[config.mk]
export PLATFORM = sky130hd
export DESIGN_NAME = ecp_top
export DESIGN_NICKNAME = d
export VERILOG_FILES = /design/src/logic/ecp_pkg.sv /design/src/logic/ecp_cnt_if.sv /design/src/logic/ecp_top.sv /design/src/logic/ecp_counter.sv
export SDC_FILE = /design/constraint.sdc
export NUM_CORES = 1
export LEC_CHECK = 0
export BUFFER_PORTS_ARGS = -buffer_cell sky130_fd_sc_hd__buf_2
export CAP_MARGIN = 30
export CORE_ASPECT_RATIO = 0.5
export CORE_MARGIN = 5
export CORE_UTILIZATION = 61
export DETAILED_ROUTE_END_ITERATION = 6
export HOLD_SLACK_MARGIN = 0.06
export PLACE_DENSITY = 0.8
export SLEW_MARGIN = 30
export SYNTH_ARGS = -nofsm -noshare
export SYNTH_HDL_FRONTEND = slang
export SYNTH_SLANG_ARGS = --single-unit
[constraint.sdc]
create_clock -name clk_i -period 3.8 [get_ports clk_i]
set_input_delay 0.38 -clock clk_i [delete_from_list [all_inputs] [get_ports clk_i]]
set_output_delay 0.38 -clock clk_i [all_outputs]
set_load 0.005 [all_outputs]
[src/logic/ecp_pkg.sv]
// Shared constants and types for the two-channel edge counter.
// Assumes a 200 MHz system clock and a 32-bit classic Wishbone bus.
package ecp_pkg;
    localparam int CNT_W = 32;
    localparam int NUM_CH = 2;
    localparam int FIFO_DEPTH = 4;
    localparam int FIFO_AW = 2;
    // Register map: one 0x20 window per channel, bit 5 picks the channel
    localparam logic [4:0] REG_CTRL = 5'h00;
    localparam logic [4:0] REG_CFG = 5'h04;
    localparam logic [4:0] REG_COUNT = 5'h08;
    localparam logic [4:0] REG_STAT = 5'h0c;
    localparam logic [15:0] CFG_RESET = 16'h0000;
    // Control bits, both self-clearing commands
    localparam int CTRL_ARM = 0;
    localparam int CTRL_DISARM = 1;
    // Configuration fields
    localparam int CFG_SRC_LSB = 0;
    localparam int CFG_PRE_LSB = 3;
    localparam int CFG_EDGE_FALL = 5;
    localparam int CFG_DIR_LSB = 6;
    localparam int CFG_PAUSE_EN = 8;
    localparam int CFG_PAUSE_HI = 9;
    localparam int CFG_GATE_LSB = 10;
    localparam int CFG_SCLK_FALL = 12;
    localparam int CFG_BUF_EN = 13;
    localparam int CFG_SLOW_SYNC = 14;
    localparam int CFG_HWARM_EN = 15;
    // Status fields
    localparam int STAT_ARMED = 0;
    localparam int STAT_OVF = 1;
    localparam int STAT_LVL_LSB = 4;
    // Bit positions of the synchronised pins of one channel
    localparam int PIN_SRC = 0;
    localparam int PIN_GATE = 1;
    localparam int PIN_DIR = 2;
    localparam int PIN_ARM = 3;
    localparam int PIN_SCLK = 4;
    // Prescaler wrap points, counted from zero
    localparam logic [2:0] PRE_LIM_DIV2 = 3'h1;
    localparam logic [2:0] PRE_LIM_DIV8 = 3'h7;
    // Timebases by phase accumulation, in kHz: 200000, 80000, 20000, 100
    localparam logic [18:0] CLK_KHZ = 19'h30d40;
    localparam logic [18:0] TB_FAST_KHZ = 19'h13880;
    localparam logic [18:0] TB_MID_KHZ = 19'h04e20;
    localparam logic [18:0] TB_SLOW_KHZ = 19'h00064;
    typedef enum logic [2:0] {
        ECP_SRC_PIN, ECP_SRC_TB_FAST, ECP_SRC_TB_MID, ECP_SRC_TB_SLOW,
        ECP_SRC_CHAIN
    } ecp_src_t;
    typedef enum logic [1:0] {ECP_PRE_OFF, ECP_PRE_DIV2, ECP_PRE_DIV8} ecp_pre_t;
    typedef enum logic [1:0] {ECP_DIR_UP, ECP_DIR_DOWN, ECP_DIR_PIN} ecp_dir_t;
    typedef enum logic [1:0] {
        ECP_GATE_PIN, ECP_GATE_PEER_TC, ECP_GATE_PEER_OUT
    } ecp_gate_t;
endpackage : ecp_pkg

[src/logic/ecp_cnt_if.sv]
// Link between the channel control logic and one counter core.
// Assumes both ends run on the same clock.
`timescale 1ns/100ps
`default_nettype none
interface ecp_cnt_if;
    logic tick;
    logic up;
    logic armed;
    logic clear;
    ecp_pkg::ecp_pre_t presc;
    logic [31:0] count;
    logic tc;
    logic tc_dn;
    logic int_out;
    modport ctl (output tick, up, armed, clear, presc,
                 input count, tc, tc_dn, int_out);
    modport cnt (input tick, up, armed, clear, presc,
                 output count, tc, tc_dn, int_out);
endinterface : ecp_cnt_if
`default_nettype wire

[src/logic/ecp_top.sv]
// Two edge counters with prescalers, pin synchronisers, sample-clocked
// capture FIFOs and a classic Wishbone register slave.
// Assumes one 200 MHz clock; every pin is asynchronous to it.
`timescale 1ns/100ps
`default_nettype none

// What this block does
// - Each counter's wrap pulse and output can gate the other counter.
// - Chained counters behave as one 64-bit counter.
// - Prescaler offers divide by eight, divide by two or off.
// - Prescaler wraps after eight or two edges; main count steps per wrap.
// - Prescaler residue is not readable.
// - Prescaled counts may be low by seven or one ticks.
// - Prescaling applies only to the external source pin.
// - Main counter is 32 bits, counting up or down on source edges.
// - Gate and other inputs are synchronised before reaching the counter.
// - Fast mode samples inputs on edges, counts on the third edge.
// - Slow mode samples on a delayed source, counts on the next edge.
// - Edges count only while armed; rising or falling edge selectable.
// - Count reads never disturb counting.
// - Active pause ignores source edges; counting resumes afterwards.
// - Pause comes from the gate input with selectable active level.
// - Each active sample clock edge while armed pushes the count into the FIFO unless it is full.
// - Samples are cumulative; sample edges never clear the counter.
// - Sample clock edge polarity is selectable.
// - Counting starts at arm, before the first sample edge.
// - Direction is up, down, or follows the direction input.
module ecp_top (
    input wire logic clk_i,
    input wire logic rst_i,
    input wire logic wb_cyc_i,
    input wire logic wb_stb_i,
    input wire logic wb_we_i,
    input wire logic [7:0] wb_adr_i,
    input wire logic [3:0] wb_sel_i,
    input wire logic [31:0] wb_dat_i,
    output logic [31:0] wb_dat_o,
    output logic wb_ack_o,
    input wire logic [1:0] src_pin_i,
    input wire logic [1:0] gate_pin_i,
    input wire logic [1:0] dir_pin_i,
    input wire logic [1:0] hardware_arm_input_i,
    input wire logic [1:0] smp_clk_i,
    output logic [1:0][31:0] smp_data_o,
    output logic [1:0] smp_valid_o,
    input wire logic [1:0] smp_ready_i,
    output logic [1:0] terminal_count_pulse_o,
    output logic [1:0] int_out_o
);
    typedef struct packed {
        logic [1:0][4:0] sy1;
        logic [1:0][4:0] sy2;
        logic [1:0][4:0] prv;
        logic [2:0][18:0] tb_acc;
        logic [2:0] tb_tick;
        logic [1:0][15:0] cfg;
        logic [1:0] armed;
        logic [1:0] ovf;
        logic [1:0] tick;
        logic [1:0] up;
        logic [1:0] clr;
        logic [1:0] p1v;
        logic [1:0] p1p;
        logic [1:0] p1u;
        logic [1:0] p2v;
        logic [1:0] p2p;
        logic [1:0] p2u;
        logic [1:0] dly;
        logic [1:0] pend;
        logic [1:0] hp;
        logic [1:0] hu;
        logic [1:0][3:0][31:0] mem;
        logic [1:0][2:0] wp;
        logic [1:0][2:0] rp;
        logic ack;
        logic [31:0] rdat;
    } ecp_top_state_t;

    ecp_top_state_t q, d;
    logic [1:0][31:0] cnt_w;
    logic [1:0] tc_w;
    logic [1:0] tcdn_w;
    logic [1:0] out_w;

    ////////////////////////////////////////////////////////////////////
    // Counter cores

    ecp_cnt_if cif[2] ();

    for (genvar i = 0; i < 2; i++) begin : g_ch
        assign cif[i].tick = q.tick[i];
        assign cif[i].up = q.up[i];
        assign cif[i].armed = q.armed[i];
        assign cif[i].clear = q.clr[i];
        // Timebases are too fast or too slow to divide usefully
        assign cif[i].presc =
            (q.cfg[i][ecp_pkg::CFG_SRC_LSB +: 3] == ecp_pkg::ECP_SRC_PIN) ?
            ecp_pkg::ecp_pre_t'(q.cfg[i][ecp_pkg::CFG_PRE_LSB +: 2]) :
            ecp_pkg::ECP_PRE_OFF;
        assign cnt_w[i] = cif[i].count;
        assign tc_w[i] = cif[i].tc;
        assign tcdn_w[i] = cif[i].tc_dn;
        assign out_w[i] = cif[i].int_out;
        assign smp_valid_o[i] = q.wp[i] != q.rp[i];
        assign smp_data_o[i] = q.mem[i][q.rp[i][1:0]];

        ecp_counter u_cnt (
            .clk_i(clk_i),
            .rst_i(rst_i),
            .cnt_if(cif[i])
        );
    end

    assign terminal_count_pulse_o = tc_w;
    assign int_out_o = out_w;
    assign wb_ack_o = q.ack;
    assign wb_dat_o = q.rdat;

    function automatic logic [18:0] tb_khz(input int t);
        case (t)
            0: tb_khz = ecp_pkg::TB_FAST_KHZ;
            1: tb_khz = ecp_pkg::TB_MID_KHZ;
            default: tb_khz = ecp_pkg::TB_SLOW_KHZ;
        endcase
    endfunction : tb_khz

    ////////////////////////////////////////////////////////////////////
    // Next state

    always_comb begin
        logic [1:0] arm_sw;
        logic [1:0] disarm_sw;
        logic [1:0] ovf_clr;
        logic [4:0] rise;
        logic [4:0] fall;
        logic [18:0] acc;
        logic [4:0] off;
        logic wc;
        logic req;
        logic ev;
        logic gate;
        logic pz;
        logic upn;
        logic sck;
        logic full;
        int p;
        ecp_pkg::ecp_src_t src;
        arm_sw = 2'h0;
        disarm_sw = 2'h0;
        ovf_clr = 2'h0;
        rise = 5'h00;
        fall = 5'h00;
        acc = 19'h00000;
        off = {wb_adr_i[4:2], 2'h0};
        wc = wb_adr_i[5];
        req = wb_cyc_i && wb_stb_i && !q.ack;
        ev = 1'b0;
        gate = 1'b0;
        pz = 1'b0;
        upn = 1'b0;
        sck = 1'b0;
        full = 1'b0;
        p = 0;
        src = ecp_pkg::ECP_SRC_PIN;
        d = q;
        d.tick = 2'h0;
        d.clr = 2'h0;
        d.tb_tick = 3'h0;
        d.dly = 2'h0;

        // Internal timebases as one-cycle enables
        for (int t = 0; t < 3; t++) begin
            acc = q.tb_acc[t] + tb_khz(t);
            if (acc >= ecp_pkg::CLK_KHZ) begin
                d.tb_acc[t] = acc - ecp_pkg::CLK_KHZ;
                d.tb_tick[t] = 1'b1;
            end else begin
                d.tb_acc[t] = acc;
            end
        end

        // Register slave; every access is answered, unmapped reads zero
        d.ack = req;
        d.rdat = 32'h0;
        if (req && wb_adr_i[7:6] == 2'h0) begin
            if (off == ecp_pkg::REG_CTRL) begin
                if (wb_we_i && wb_sel_i[0]) begin
                    arm_sw[wc] = wb_dat_i[ecp_pkg::CTRL_ARM];
                    disarm_sw[wc] = wb_dat_i[ecp_pkg::CTRL_DISARM];
                end
            end else if (off == ecp_pkg::REG_CFG) begin
                for (int b = 0; b < 2; b++) begin
                    if (wb_we_i && wb_sel_i[b]) begin
                        d.cfg[wc][b*8 +: 8] = wb_dat_i[b*8 +: 8];
                    end
                end
                d.rdat = {16'h0000, q.cfg[wc]};
            end else if (off == ecp_pkg::REG_COUNT) begin
                // Read side only samples the count
                d.rdat = cnt_w[wc];
            end else if (off == ecp_pkg::REG_STAT) begin
                if (wb_we_i && wb_sel_i[0]) begin
                    ovf_clr[wc] = wb_dat_i[ecp_pkg::STAT_OVF];
                end
                d.rdat[ecp_pkg::STAT_ARMED] = q.armed[wc];
                d.rdat[ecp_pkg::STAT_OVF] = q.ovf[wc];
                d.rdat[ecp_pkg::STAT_LVL_LSB +: 3] = q.wp[wc] - q.rp[wc];
            end
        end

        for (int c = 0; c < 2; c++) begin
            p = 1 - c;
            // Two-stage synchronisers on every pin
            d.sy1[c] = {smp_clk_i[c], hardware_arm_input_i[c],
                        dir_pin_i[c], gate_pin_i[c], src_pin_i[c]};
            d.sy2[c] = q.sy1[c];
            d.prv[c] = q.sy2[c];
            rise = q.sy2[c] & ~q.prv[c];
            fall = ~q.sy2[c] & q.prv[c];

            // Source edge
            src = ecp_pkg::ecp_src_t'(q.cfg[c][ecp_pkg::CFG_SRC_LSB +: 3]);
            case (src)
                ecp_pkg::ECP_SRC_PIN: begin
                    ev = q.cfg[c][ecp_pkg::CFG_EDGE_FALL] ?
                         fall[ecp_pkg::PIN_SRC] :
                         rise[ecp_pkg::PIN_SRC];
                end
                ecp_pkg::ECP_SRC_TB_FAST: ev = q.tb_tick[0];
                ecp_pkg::ECP_SRC_TB_MID: ev = q.tb_tick[1];
                ecp_pkg::ECP_SRC_TB_SLOW: ev = q.tb_tick[2];
                ecp_pkg::ECP_SRC_CHAIN: ev = tc_w[p];
                default: ev = 1'b0;
            endcase

            // Gate and pause level
            case (q.cfg[c][ecp_pkg::CFG_GATE_LSB +: 2])
                ecp_pkg::ECP_GATE_PEER_TC: gate = tc_w[p];
                ecp_pkg::ECP_GATE_PEER_OUT: gate = out_w[p];
                default: gate = q.sy2[c][ecp_pkg::PIN_GATE];
            endcase
            pz = q.cfg[c][ecp_pkg::CFG_PAUSE_EN] &&
                 (gate == q.cfg[c][ecp_pkg::CFG_PAUSE_HI]);

            // Direction
            case (q.cfg[c][ecp_pkg::CFG_DIR_LSB +: 2])
                ecp_pkg::ECP_DIR_UP: upn = 1'b1;
                ecp_pkg::ECP_DIR_DOWN: upn = 1'b0;
                default: upn = q.sy2[c][ecp_pkg::PIN_DIR];
            endcase

            if (src == ecp_pkg::ECP_SRC_CHAIN) begin
                // Peer wrap is already on this clock: no sync pipe, and the
                // upper half steps two clocks after the lower one wraps,
                // and in the direction the lower half wrapped
                d.tick[c] = ev && !pz;
                d.up[c] = !tcdn_w[p];
            end else if (q.cfg[c][ecp_pkg::CFG_SLOW_SYNC]) begin
                // Delayed copy of the source is one clock later
                d.dly[c] = ev;
                if (ev && q.pend[c]) begin
                    d.tick[c] = !q.hp[c];
                    d.up[c] = q.hu[c];
                    d.pend[c] = 1'b0;
                end
                if (q.dly[c]) begin
                    d.pend[c] = 1'b1;
                    d.hp[c] = pz;
                    d.hu[c] = upn;
                end
            end else if (ev) begin
                // Third-edge pipeline; one slot per edge, none dropped
                d.tick[c] = q.p2v[c] && !q.p2p[c];
                d.up[c] = q.p2u[c];
                d.p2v[c] = q.p1v[c];
                d.p2p[c] = q.p1p[c];
                d.p2u[c] = q.p1u[c];
                d.p1v[c] = 1'b1;
                d.p1p[c] = pz;
                d.p1u[c] = upn;
            end

            // Arm starts the count from zero, disarm freezes it
            if (arm_sw[c] || (q.cfg[c][ecp_pkg::CFG_HWARM_EN] &&
                rise[ecp_pkg::PIN_ARM])) begin
                d.armed[c] = 1'b1;
                d.clr[c] = 1'b1;
                d.p1v[c] = 1'b0;
                d.p2v[c] = 1'b0;
                d.pend[c] = 1'b0;
            end else if (disarm_sw[c]) begin
                d.armed[c] = 1'b0;
            end

            // Sample capture into the channel FIFO
            sck = q.cfg[c][ecp_pkg::CFG_SCLK_FALL] ?
                  fall[ecp_pkg::PIN_SCLK] :
                  rise[ecp_pkg::PIN_SCLK];
            full = (q.wp[c][2] != q.rp[c][2]) &&
                   (q.wp[c][1:0] == q.rp[c][1:0]);
            if (q.wp[c] != q.rp[c] && smp_ready_i[c]) begin
                d.rp[c] = q.rp[c] + 3'h1;
            end
            if (ovf_clr[c]) begin
                d.ovf[c] = 1'b0;
            end
            if (sck && q.cfg[c][ecp_pkg::CFG_BUF_EN] && q.armed[c]) begin
                // A full FIFO drops the sample and flags it; set wins
                if (full) begin
                    d.ovf[c] = 1'b1;
                end else begin
                    // Capture only copies; the counter is not touched
                    d.mem[c][q.wp[c][1:0]] = cnt_w[c];
                    d.wp[c] = q.wp[c] + 3'h1;
                end
            end
        end
    end

    ////////////////////////////////////////////////////////////////////
    // State register

    always_ff @(posedge clk_i) begin
        if (rst_i) begin
            q <= '0;
            q.cfg <= {ecp_pkg::CFG_RESET, ecp_pkg::CFG_RESET};
        end else begin
            q <= d;
        end
    end
endmodule : ecp_top
`default_nettype wire

[src/logic/ecp_counter.sv]
// One 32-bit counter core with its prescaler.
// Assumes ticks arrive already synchronised and pause-gated.
`timescale 1ns/100ps
`default_nettype none
module ecp_counter (
    input wire logic clk_i,
    input wire logic rst_i,
    ecp_cnt_if.cnt cnt_if
);
    typedef struct packed {
        logic [2:0] pre;
        logic [31:0] cnt;
        logic tc;
        logic tc_dn;
        logic tog;
    } ecp_cnt_st_t;

    ecp_cnt_st_t q, d;
    logic [2:0] lim;

    always_comb begin
        d = q;
        d.tc = 1'b0;
        d.tc_dn = 1'b0;
        case (cnt_if.presc)
            ecp_pkg::ECP_PRE_DIV2: lim = ecp_pkg::PRE_LIM_DIV2;
            ecp_pkg::ECP_PRE_DIV8: lim = ecp_pkg::PRE_LIM_DIV8;
            default: lim = 3'h0;
        endcase
        if (cnt_if.clear) begin
            d.pre = 3'h0;
            d.cnt = 32'h0;
        end else if (cnt_if.armed && cnt_if.tick) begin
            if (q.pre >= lim) begin
                d.pre = 3'h0;
                if (cnt_if.up) begin
                    d.cnt = q.cnt + 32'h1;
                    d.tc = &q.cnt;
                end else begin
                    d.cnt = q.cnt - 32'h1;
                    d.tc = ~|q.cnt;
                    d.tc_dn = ~|q.cnt;
                end
            end else begin
                d.pre = q.pre + 3'h1;
            end
        end
        // Internal output toggles on every wrap
        d.tog = q.tog ^ d.tc;
    end

    always_ff @(posedge clk_i) begin
        if (rst_i) begin
            q <= '0;
        end else begin
            q <= d;
        end
    end

    // Residue in pre is never exported, so software cannot see it
    assign cnt_if.count = q.cnt;
    assign cnt_if.tc = q.tc;
    assign cnt_if.tc_dn = q.tc_dn;
    assign cnt_if.int_out = q.tog;
endmodule : ecp_counter
`default_nettype wire

==> Flow_metrics.wiki, run 1 <==
{| class="wikitable"
! Metric !! Value
|-
| CP bufs+invs || 2
|-
| Worst Clk Skew || 0.0203 ns
|-
| Placed wire-length estimate after detailed placement || 44900 um
|-
| Via density per instance || 6.06
|-
| Number of enable-type register cells in the synthesized netlist || 0
|-
| Actual transition at the worst max-transition pin || 0.780 ns
|-
| Number of buffers on the longest clock path || 3
|-
| CP max FO || 18
|-
| Core Rows || 52
|-
| Max capacitance violation total || 0
|-
| Portion of the post-synthesis area used by sequential elements || 40.2%
|-
| Iter 0 DRT Violations || 1903
|-
| Average routed wire per standard cell || 18.7 um
|-
| Hold Violations, Final || 0
|-
| CTS tree || built
|-
| Number of H-tree levels || 2
|-
| Post-synthesis area per instance || 8.40 um2
|-
| Synthesized area || 25500 um2
|-
| Clock Sink Count || 512
|-
| Number of routed nets with antenna violations || 0
|-
| Number of ports placed on the die boundary || 164
|-
| Chip width || 299 um
|-
| Async set-or-reset flop fraction in the synthesized netlist || 0%
|-
| Max incr delay on CP || 0.45 ns
|-
| Total Nets Final || 3186
|-
| Main flop type after synthesis || sky130_fd_sc_hd__dfxtp_1
|-
| Input/output buffers || 143
|-
| Count of inserted antenna diode cells || 0
|-
| Crit path launch || cif[1].up$_SDFFE_PP0P_
|-
| Final setup violation count || 0
|-
| RSZ-0062 raised after global routing || no
|-
| Cell-by-cell listing of the critical path || inv_1 -> buf_4 -> ha_1 -> and3_1 -> a221o_1 -> nand2_1 -> o2111ai_1 -> nand3_1 -> a31oi_1 -> xnor2_1 -> or3_1 -> a21oi_1
|-
| Hold path start || wb_dat_i[12]
|-
| Clock transition time at the flip-flop clock pins of the worst setup and hold paths || 0.07 ns
|-
| Share of Yosys cell area claimed by the top area cell type || 40.2%
|-
| Layout overhead on the synthesized area || 9.14%
|-
| Worst skew pair latency || 0.57 ns
|-
| Post-placement cell count || 3507
|-
| Area of the core || 40900 um2
|-
| Outcome || finished, final reports clean
|-
| Count of synthesis-stage warnings from yosys || 0
|-
| Count of different cell masters after synthesis || 86
|-
| First-pass iteration count of the detailed router || 6
|-
| Setup crit start kind || flip-flop
|-
| Aggregate global routing overflow || 0
|-
| Initial antenna violation count || 0
|-
| Height of the chip || 155 um
|-
| Register-to-register path setup slack || 0.47 ns
|-
| Tightest Hold Check Type || primary input to flip-flop
|-
| Non-filler instance count after layout || 3599
|-
| Max Transition Viols Final || 0
|-
| Worst Setup End Kind || flip-flop
|-
| Clock buffer count from CTS || 46
|-
| Required time at the endpoint of the critical path || 4.29 ns
|-
| Post-CTS sizing || 0
|-
| Post-CTS setup buffer count || 0
|-
| Setup TNS || 0 ns
|-
| Normalized max-slew margin || 48.0%
|-
| Total chip power || 0.0115 W
|-
| Leak || 10.6 nW
|-
| Peak supply drop || 0.342 mV
|-
| Standard cell with the maximum stage delay on the critical path || sky130_fd_sc_hd__inv_1
|-
| Global-route wire length before repair || 108000 um
|-
| Register bit count reported by yosys || 512
|-
| Routability congestion estimate from global placement || 0.942
|-
| Post-Route WL || 67300 um
|-
| Pre-CTS setup slack || 0.536 ns
|-
| Worst Path Arrival || 3.82 ns
|-
| Starting Density || 62.4%
|-
| Kind of cell adding the most delay to the critical path || buffers and inverters
|-
| Power density over the cells || 413 nW/um2
|-
| Fill cell total of the finished layout || 3260
|-
| Worst Slack Setup Final || 0.468 ns
|-
| Share of the cycle needed by the critical path after routing || 87.7%
|-
| Cell count after synthesis || 3035
|-
| Fmax achieved || 0.300 GHz
|-
| Reg-to-reg critical path startpoint || cif[1].up$_SDFFE_PP0P_
|-
| DRC violations left || 0
|-
| Top cells by area, synth || sky130_fd_sc_hd__dfxtp_1 40%, sky130_fd_sc_hd__nand2_1 10%, sky130_fd_sc_hd__a21oi_1 7.6%
|-
| Fin crit period || 3.33 ns
|-
| Cell type contributing the most total cell area after synthesis || sky130_fd_sc_hd__dfxtp_1
|-
| Post-Syn Nets || 3194
|-
| Overall die area || 46200 um2
|-
| Root buffer cell || sky130_fd_sc_hd__clkbuf_16
|-
| Classification of the worst setup path || flip-flop to flip-flop
|-
| DR vias || 21.8k
|-
| Pin count of the biggest net entering global routing || 155
|-
| Via count of the first global-routing pass || 20.8k
|-
| Share of final-layout standard cells stronger than drive strength 1 || 12.6%
|-
| Total global-route track usage || 28.2%
|}
==> report_power, final <==
part           switching [W]  total (W)  internal [W]  leakage (nW)
Sequential          0.000119    0.00558       0.00546          4.14
Clock                0.00212    0.00492       0.00280         0.769
Combinational       0.000591   0.000997      0.000405          5.70
==> worst min-delay path: stages <==
cell                      delay (ns)
sky130_fd_sc_hd__buf_2          0.10
sky130_fd_sc_hd__mux2i_1        0.06
sky130_fd_sc_hd__nor2_1         0.07
==> cell usage after synthesis (11+ instances only) <==
cell	number
sky130_fd_sc_hd__a211oi_1	25
sky130_fd_sc_hd__dfxtp_1	512
sky130_fd_sc_hd__nand4_1	30
sky130_fd_sc_hd__nor2b_1	43
sky130_fd_sc_hd__nor4_1	23
sky130_fd_sc_hd__nand2b_1	12
sky130_fd_sc_hd__clkbuf_1	161
sky130_fd_sc_hd__a21oi_1	388
sky130_fd_sc_hd__or3_1	11
sky130_fd_sc_hd__mux4_2	66
sky130_fd_sc_hd__xor2_1	47
sky130_fd_sc_hd__a31oi_1	15
sky130_fd_sc_hd__o21ai_0	73
sky130_fd_sc_hd__nand3_1	52
sky130_fd_sc_hd__and3_1	23
sky130_fd_sc_hd__inv_1	46
sky130_fd_sc_hd__nor3_1	25
sky130_fd_sc_hd__nand3b_1	12
sky130_fd_sc_hd__mux2i_1	93
sky130_fd_sc_hd__clkbuf_2	17
sky130_fd_sc_hd__buf_1	22
sky130_fd_sc_hd__nor2_1	185
sky130_fd_sc_hd__o22ai_1	17
sky130_fd_sc_hd__and2_1	22
sky130_fd_sc_hd__a21o_1	32
sky130_fd_sc_hd__xnor2_1	82
sky130_fd_sc_hd__nand2_1	685
sky130_fd_sc_hd__buf_2	16
sky130_fd_sc_hd__ha_1	95
sky130_fd_sc_hd__buf_4	47
sky130_fd_sc_hd__or4_1	12
==> repair_timing <==
item | 4_1_cts | 5_1_grt
endpoints found under the setup margin | 0 | 0
hold buffers | 12 | 0
hold endpoints to repair | 13 | 0
==> layout make-up <==
class                      instances  area (um2)  area share [%]
tap                              540         676            2.43
clock inverter                    18         234           0.841
inverter                          46         173           0.621
timing repair buffer             209        1290            4.65
multi-input combinational       2212       13900            49.8
sequential                       512       10300            36.9
clock buffer                      62        1330            4.79
==> cell families (layout without fill, tap and decap cells) <==
family	count (synthesis)	count (layout)	synth area share (%)
simple gates	1168	1168	20.1
compound gates	650	650	15.1
flops	512	512	40.2
buf+inv	311	335	5.49
mux	166	166	9.79
xor+xnor	129	129	4.43
fa+ha+maj	99	99	4.94
==> layer usage <==
layer	wire [um]	track usage, %	vias to the layer above
li1	-	-	10400
met2	31600	47.0	850
met1	28100	38.0	10400
met5	0	0	-
met4	2050	9.06	0
met3	5540	4.48	154
==> cells in the final DEF, fill, tap and decap left out, types with 47 or more instances in the layout <==
cell                        instances
sky130_fd_sc_hd__nand3_1           52
sky130_fd_sc_hd__xnor2_1           82
sky130_fd_sc_hd__clkbuf_16         47
sky130_fd_sc_hd__ha_1              95
sky130_fd_sc_hd__dfxtp_1          508
sky130_fd_sc_hd__mux4_2            66
sky130_fd_sc_hd__mux2i_1           93
sky130_fd_sc_hd__buf_4             50
sky130_fd_sc_hd__a21oi_1          388
sky130_fd_sc_hd__nor2_1           184
sky130_fd_sc_hd__buf_2            142
sky130_fd_sc_hd__o21ai_0           73
sky130_fd_sc_hd__xor2_1            47
sky130_fd_sc_hd__nand2_1          685
==> sequential cells by signal, summed over array words and instances (netlist names) <==
| name | cells |
|---|---|
| cif.armed | 2 |
| cif.clear | 2 |
| cif.tick | 2 |
| cif.up | 2 |
| d | 20 |
| g_ch.u_cnt.cnt_if.count | 64 |
| g_ch.u_cnt.cnt_if.int_out | 2 |
| g_ch.u_cnt.cnt_if.tc | 2 |
| g_ch.u_cnt.cnt_if.tc_dn | 2 |
| g_ch.u_cnt.q | 6 |
| q | 375 |
| wb_ack_o | 1 |
| wb_dat_o | 32 |
==> stage by stage <==
| stage | hold WS, ns | util (%) | area, um2 |
|---|---|---|---|
| 6_report | 0.0788 | 68.1 | 27800 |
| 5_1_grt | 0.0834 | 68.1 | 27800 |
| 4_1_cts | 0.0652 | 68.1 | 27800 |
| 3_5_place_dp | 0.429 | 63.9 | 26100 |
| 3_3_place_gp | 0.417 | 63.9 | 26100 |
| 2_1_floorplan | 0.414 | - | 25500 |
==> final timing paths <==
path,endpoint,depth (start not counted)
worst max register to register,g_ch[1].u_cnt.cnt_if.count[31]$_SDFFE_PP0P_,12
worst min-delay path,q[359]$_SDFFE_PP0P_,3
worst min register to register,d[430]$_SDFF_PP0_,1
worst max-delay path,g_ch[1].u_cnt.cnt_if.count[31]$_SDFFE_PP0P_,12
No activity file was read; power rests on OpenSTA's default activity.
==> inputs of run 2 (changes only) <==
BUFFER_PORTS_ARGS = not set   (was -buffer_cell sky130_fd_sc_hd__buf_2)
CORE_ASPECT_RATIO = 1.5   (was 0.5)
CORE_UTILIZATION = 62   (was 61)
DONT_BUFFER_PORTS = 1   (was not set)
PLACE_DENSITY = 0.78   (was 0.8)
==> Flow_metrics.wiki, run 2 (synthesis gave the netlist of run 1 again) <==
{| class="wikitable"
! Metric !! Value
|-
| Core Rows || 91
|-
| DRC violations left || 0
|-
| CP max FO || 6
|-
| Average routed wire per standard cell || 20.2 um
|-
| Levels on crit path || 11
|-
| Max capacitance violation total || 0
|-
| Input/output buffers || 0
|-
| Max Transition Viols Final || 0
|-
| Hold Violations, Final || 0
|-
| Chip width || 176 um
|-
| R2r endpoint || q[419]$_SDFF_PP0_
|-
| Routability congestion estimate from global placement || 0.945
|-
| Global-route wire length before repair || 117000 um
|-
| First-pass iteration count of the detailed router || 6
|-
| Area of the core || 40900 um2
|-
| Peak supply drop || 0.374 mV
|-
| Kind of cell adding the most delay to the critical path || compound AO/OA/AOI/OAI gates
|-
| Total global-route track usage || 31.4%
|-
| Worst Clk Skew || 0.0169 ns
|-
| Cell-by-cell listing of the critical path || ha_1 -> a211o_1 -> nand3_2 -> or4_1 -> a22o_1 -> o21bai_1 -> a21oi_2 -> and2b_1 -> xnor2_1 -> nor2_1 -> dlygate4sd3_1
|-
| Overall die area || 45400 um2
|-
| Share of the cycle needed by the critical path after routing || 95.1%
|-
| Leak || 11.2 nW
|-
| Power density over the cells || 407 nW/um2
|-
| Total chip power || 0.0119 W
|-
| Normalized max-slew margin || 41.4%
|-
| Total Nets Final || 3236
|-
| Share of final-layout standard cells stronger than drive strength 1 || 7.52%
|-
| Required time at the endpoint of the critical path || 4.27 ns
|-
| Final hold slack || 0.0719 ns
|-
| Number of H-tree levels || 2
|-
| Largest register FFs || 375
|-
| Placed cell area || 25300 um2
|-
| Reg-to-reg critical path startpoint || q[406]$_SDFF_PP0_
|-
| Number of routed nets with antenna violations || 0
|-
| Standard cell with the maximum stage delay on the critical path || sky130_fd_sc_hd__dlygate4sd3_1
|-
| Via count of the first global-routing pass || 22.6k
|-
| Initial antenna violation count || 1
|-
| Aggregate global routing overflow || 0
|-
| Number of ports placed on the die boundary || 164
|-
| Placed wire-length estimate after detailed placement || 45400 um
|-
| Routed wl met2 || 37500 um
|-
| Clock transition time at the flip-flop clock pins of the worst setup and hold paths || 0.07 ns
|-
| DR vias || 22.6k
|-
| Register-to-register path setup slack || 0.19 ns
|-
| Crit path launch || q[406]$_SDFF_PP0_
|-
| Iter 0 DRT Violations || 1761
|-
| CTS tree || built
|-
| Post-Route WL || 73400 um
|-
| Setup crit start kind || flip-flop
|-
| Tightest Hold Check Type || primary input to flip-flop
|-
| CP bufs+invs || 1
|-
| Met3 wire length || 5620 um
|-
| Setup TNS || 0 ns
|-
| Max incr delay on CP || 0.55 ns
|-
| Clock buffer count from CTS || 47
|-
| Fin crit period || 3.61 ns
|-
| Worst Path Arrival || 4.08 ns
|-
| Fmax achieved || 0.277 GHz
|-
| Post-placement cell count || 3323
|-
| Actual transition at the worst max-transition pin || 0.871 ns
|-
| M1 WL || 26200 um
|-
| Pin count of the biggest net entering global routing || 214
|-
| Via density per instance || 6.22
|-
| Most frequent cells in the layout || 685 x sky130_fd_sc_hd__nand2_1, 509 x sky130_fd_sc_hd__dfxtp_1, 388 x sky130_fd_sc_hd__a21oi_1, 214 x sky130_fd_sc_hd__dlygate4sd3_1, 184 x sky130_fd_sc_hd__nor2_1
|-
| Most flop-heavy register || q
|-
| Outcome || finished, final reports clean
|-
| Final setup violation count || 0
|-
| Number of buffers on the longest clock path || 3
|-
| Height of the chip || 258 um
|-
| Non-filler instance count after layout || 3625
|-
| Worst skew pair latency || 0.59 ns
|-
| Logic depth of the worst register-to-register path || 11
|-
| Commonest non-fill, non-tap cell in the layout || sky130_fd_sc_hd__nand2_1
|-
| Clock Sink Count || 512
|-
| Worst Setup End Kind || flip-flop
|-
| Final instance area || 29200 um2
|-
| Classification of the worst setup path || flip-flop to flip-flop
|-
| Root buffer cell || sky130_fd_sc_hd__clkbuf_16
|-
| Timing endpoint of the critical path || q[419]$_SDFF_PP0_
|-
| Starting Density || 62.4%
|-
| Highest layer used for signal routing || met4
|-
| Layout overhead on the synthesized area || 14.6%
|}
-- run 2: per-stage QoR --
stage | setup slack, ns | util (%)
global placement | 0.466 | 61.8
floorplan | 0.417 | -
CTS | 0.0974 | 71.3
finish | 0.187 | 71.4
global route | -0.00679 | 71.4
detailed placement | 0.367 | 61.9
-- run 2: how the worst min path moves through the flow --
stage	from	to	slack, ns	cells after the start
3_3_place_gp	d[438]$_SDFF_PP0_	d[428]$_SDFF_PP0_	0.42	1
3_5_place_dp	d[439]$_SDFF_PP0_	d[429]$_SDFF_PP0_	0.42	1
6_report	smp_ready_i[0]	q[35]$_SDFFE_PP0P_	0.07	3
5_1_grt	wb_adr_i[2]	wb_dat_o[0]$_SDFF_PP0_	0.09	2
4_1_cts	wb_adr_i[5]	wb_dat_o[31]$_SDFF_PP0_	0.07	2
2_1_floorplan	d[433]$_SDFF_PP0_	d[423]$_SDFF_PP0_	0.41	1
-- run 2: routing by layer --
metal | vias up | GRT usage, %
met1 | 10800 | 34.7
li1 | 10500 | -
met4 | 0 | 16.5
met5 | - | 0
met2 | 1023 | 56.9
met3 | 275 | 5.72
-- run 2: what timing repair did --
item	4_1_cts	5_1_grt
buffers inserted	0	0
endpoints found under the setup margin	0	12
gates resized for setup	0	4
hold buffers	215	1
endpoints found under the hold margin	417	1
-- run 2: power breakdown --
group / switching, W / total, W / internal (W)
combinational: 0.000581 / 0.00111 / 0.000528
sequential: 0.000120 / 0.00558 / 0.00546
clock: 0.00214 / 0.00520 / 0.00306
-- run 2: final cells by class --
| type | count | area (um2) |
|---|---|---|
| Multi-Input combinational cell | 2212 | 13900 |
| Fill cell | 2911 | 11700 |
| Sequential cell | 512 | 10300 |
| Timing Repair Buffer | 258 | 2550 |
| Clock buffer | 64 | 1350 |
| Tap cell | 511 | 639 |
| Clock inverter | 21 | 339 |
| Inverter | 46 | 173 |
| Antenna cell | 1 | 2.50 |
-- run 2: worst min-delay path, delay by kind of cell --
family / cells / cell delay, ns
and+or+nand+nor: 2 / 0.18
xor gates and xnor gates: 1 / 0.07
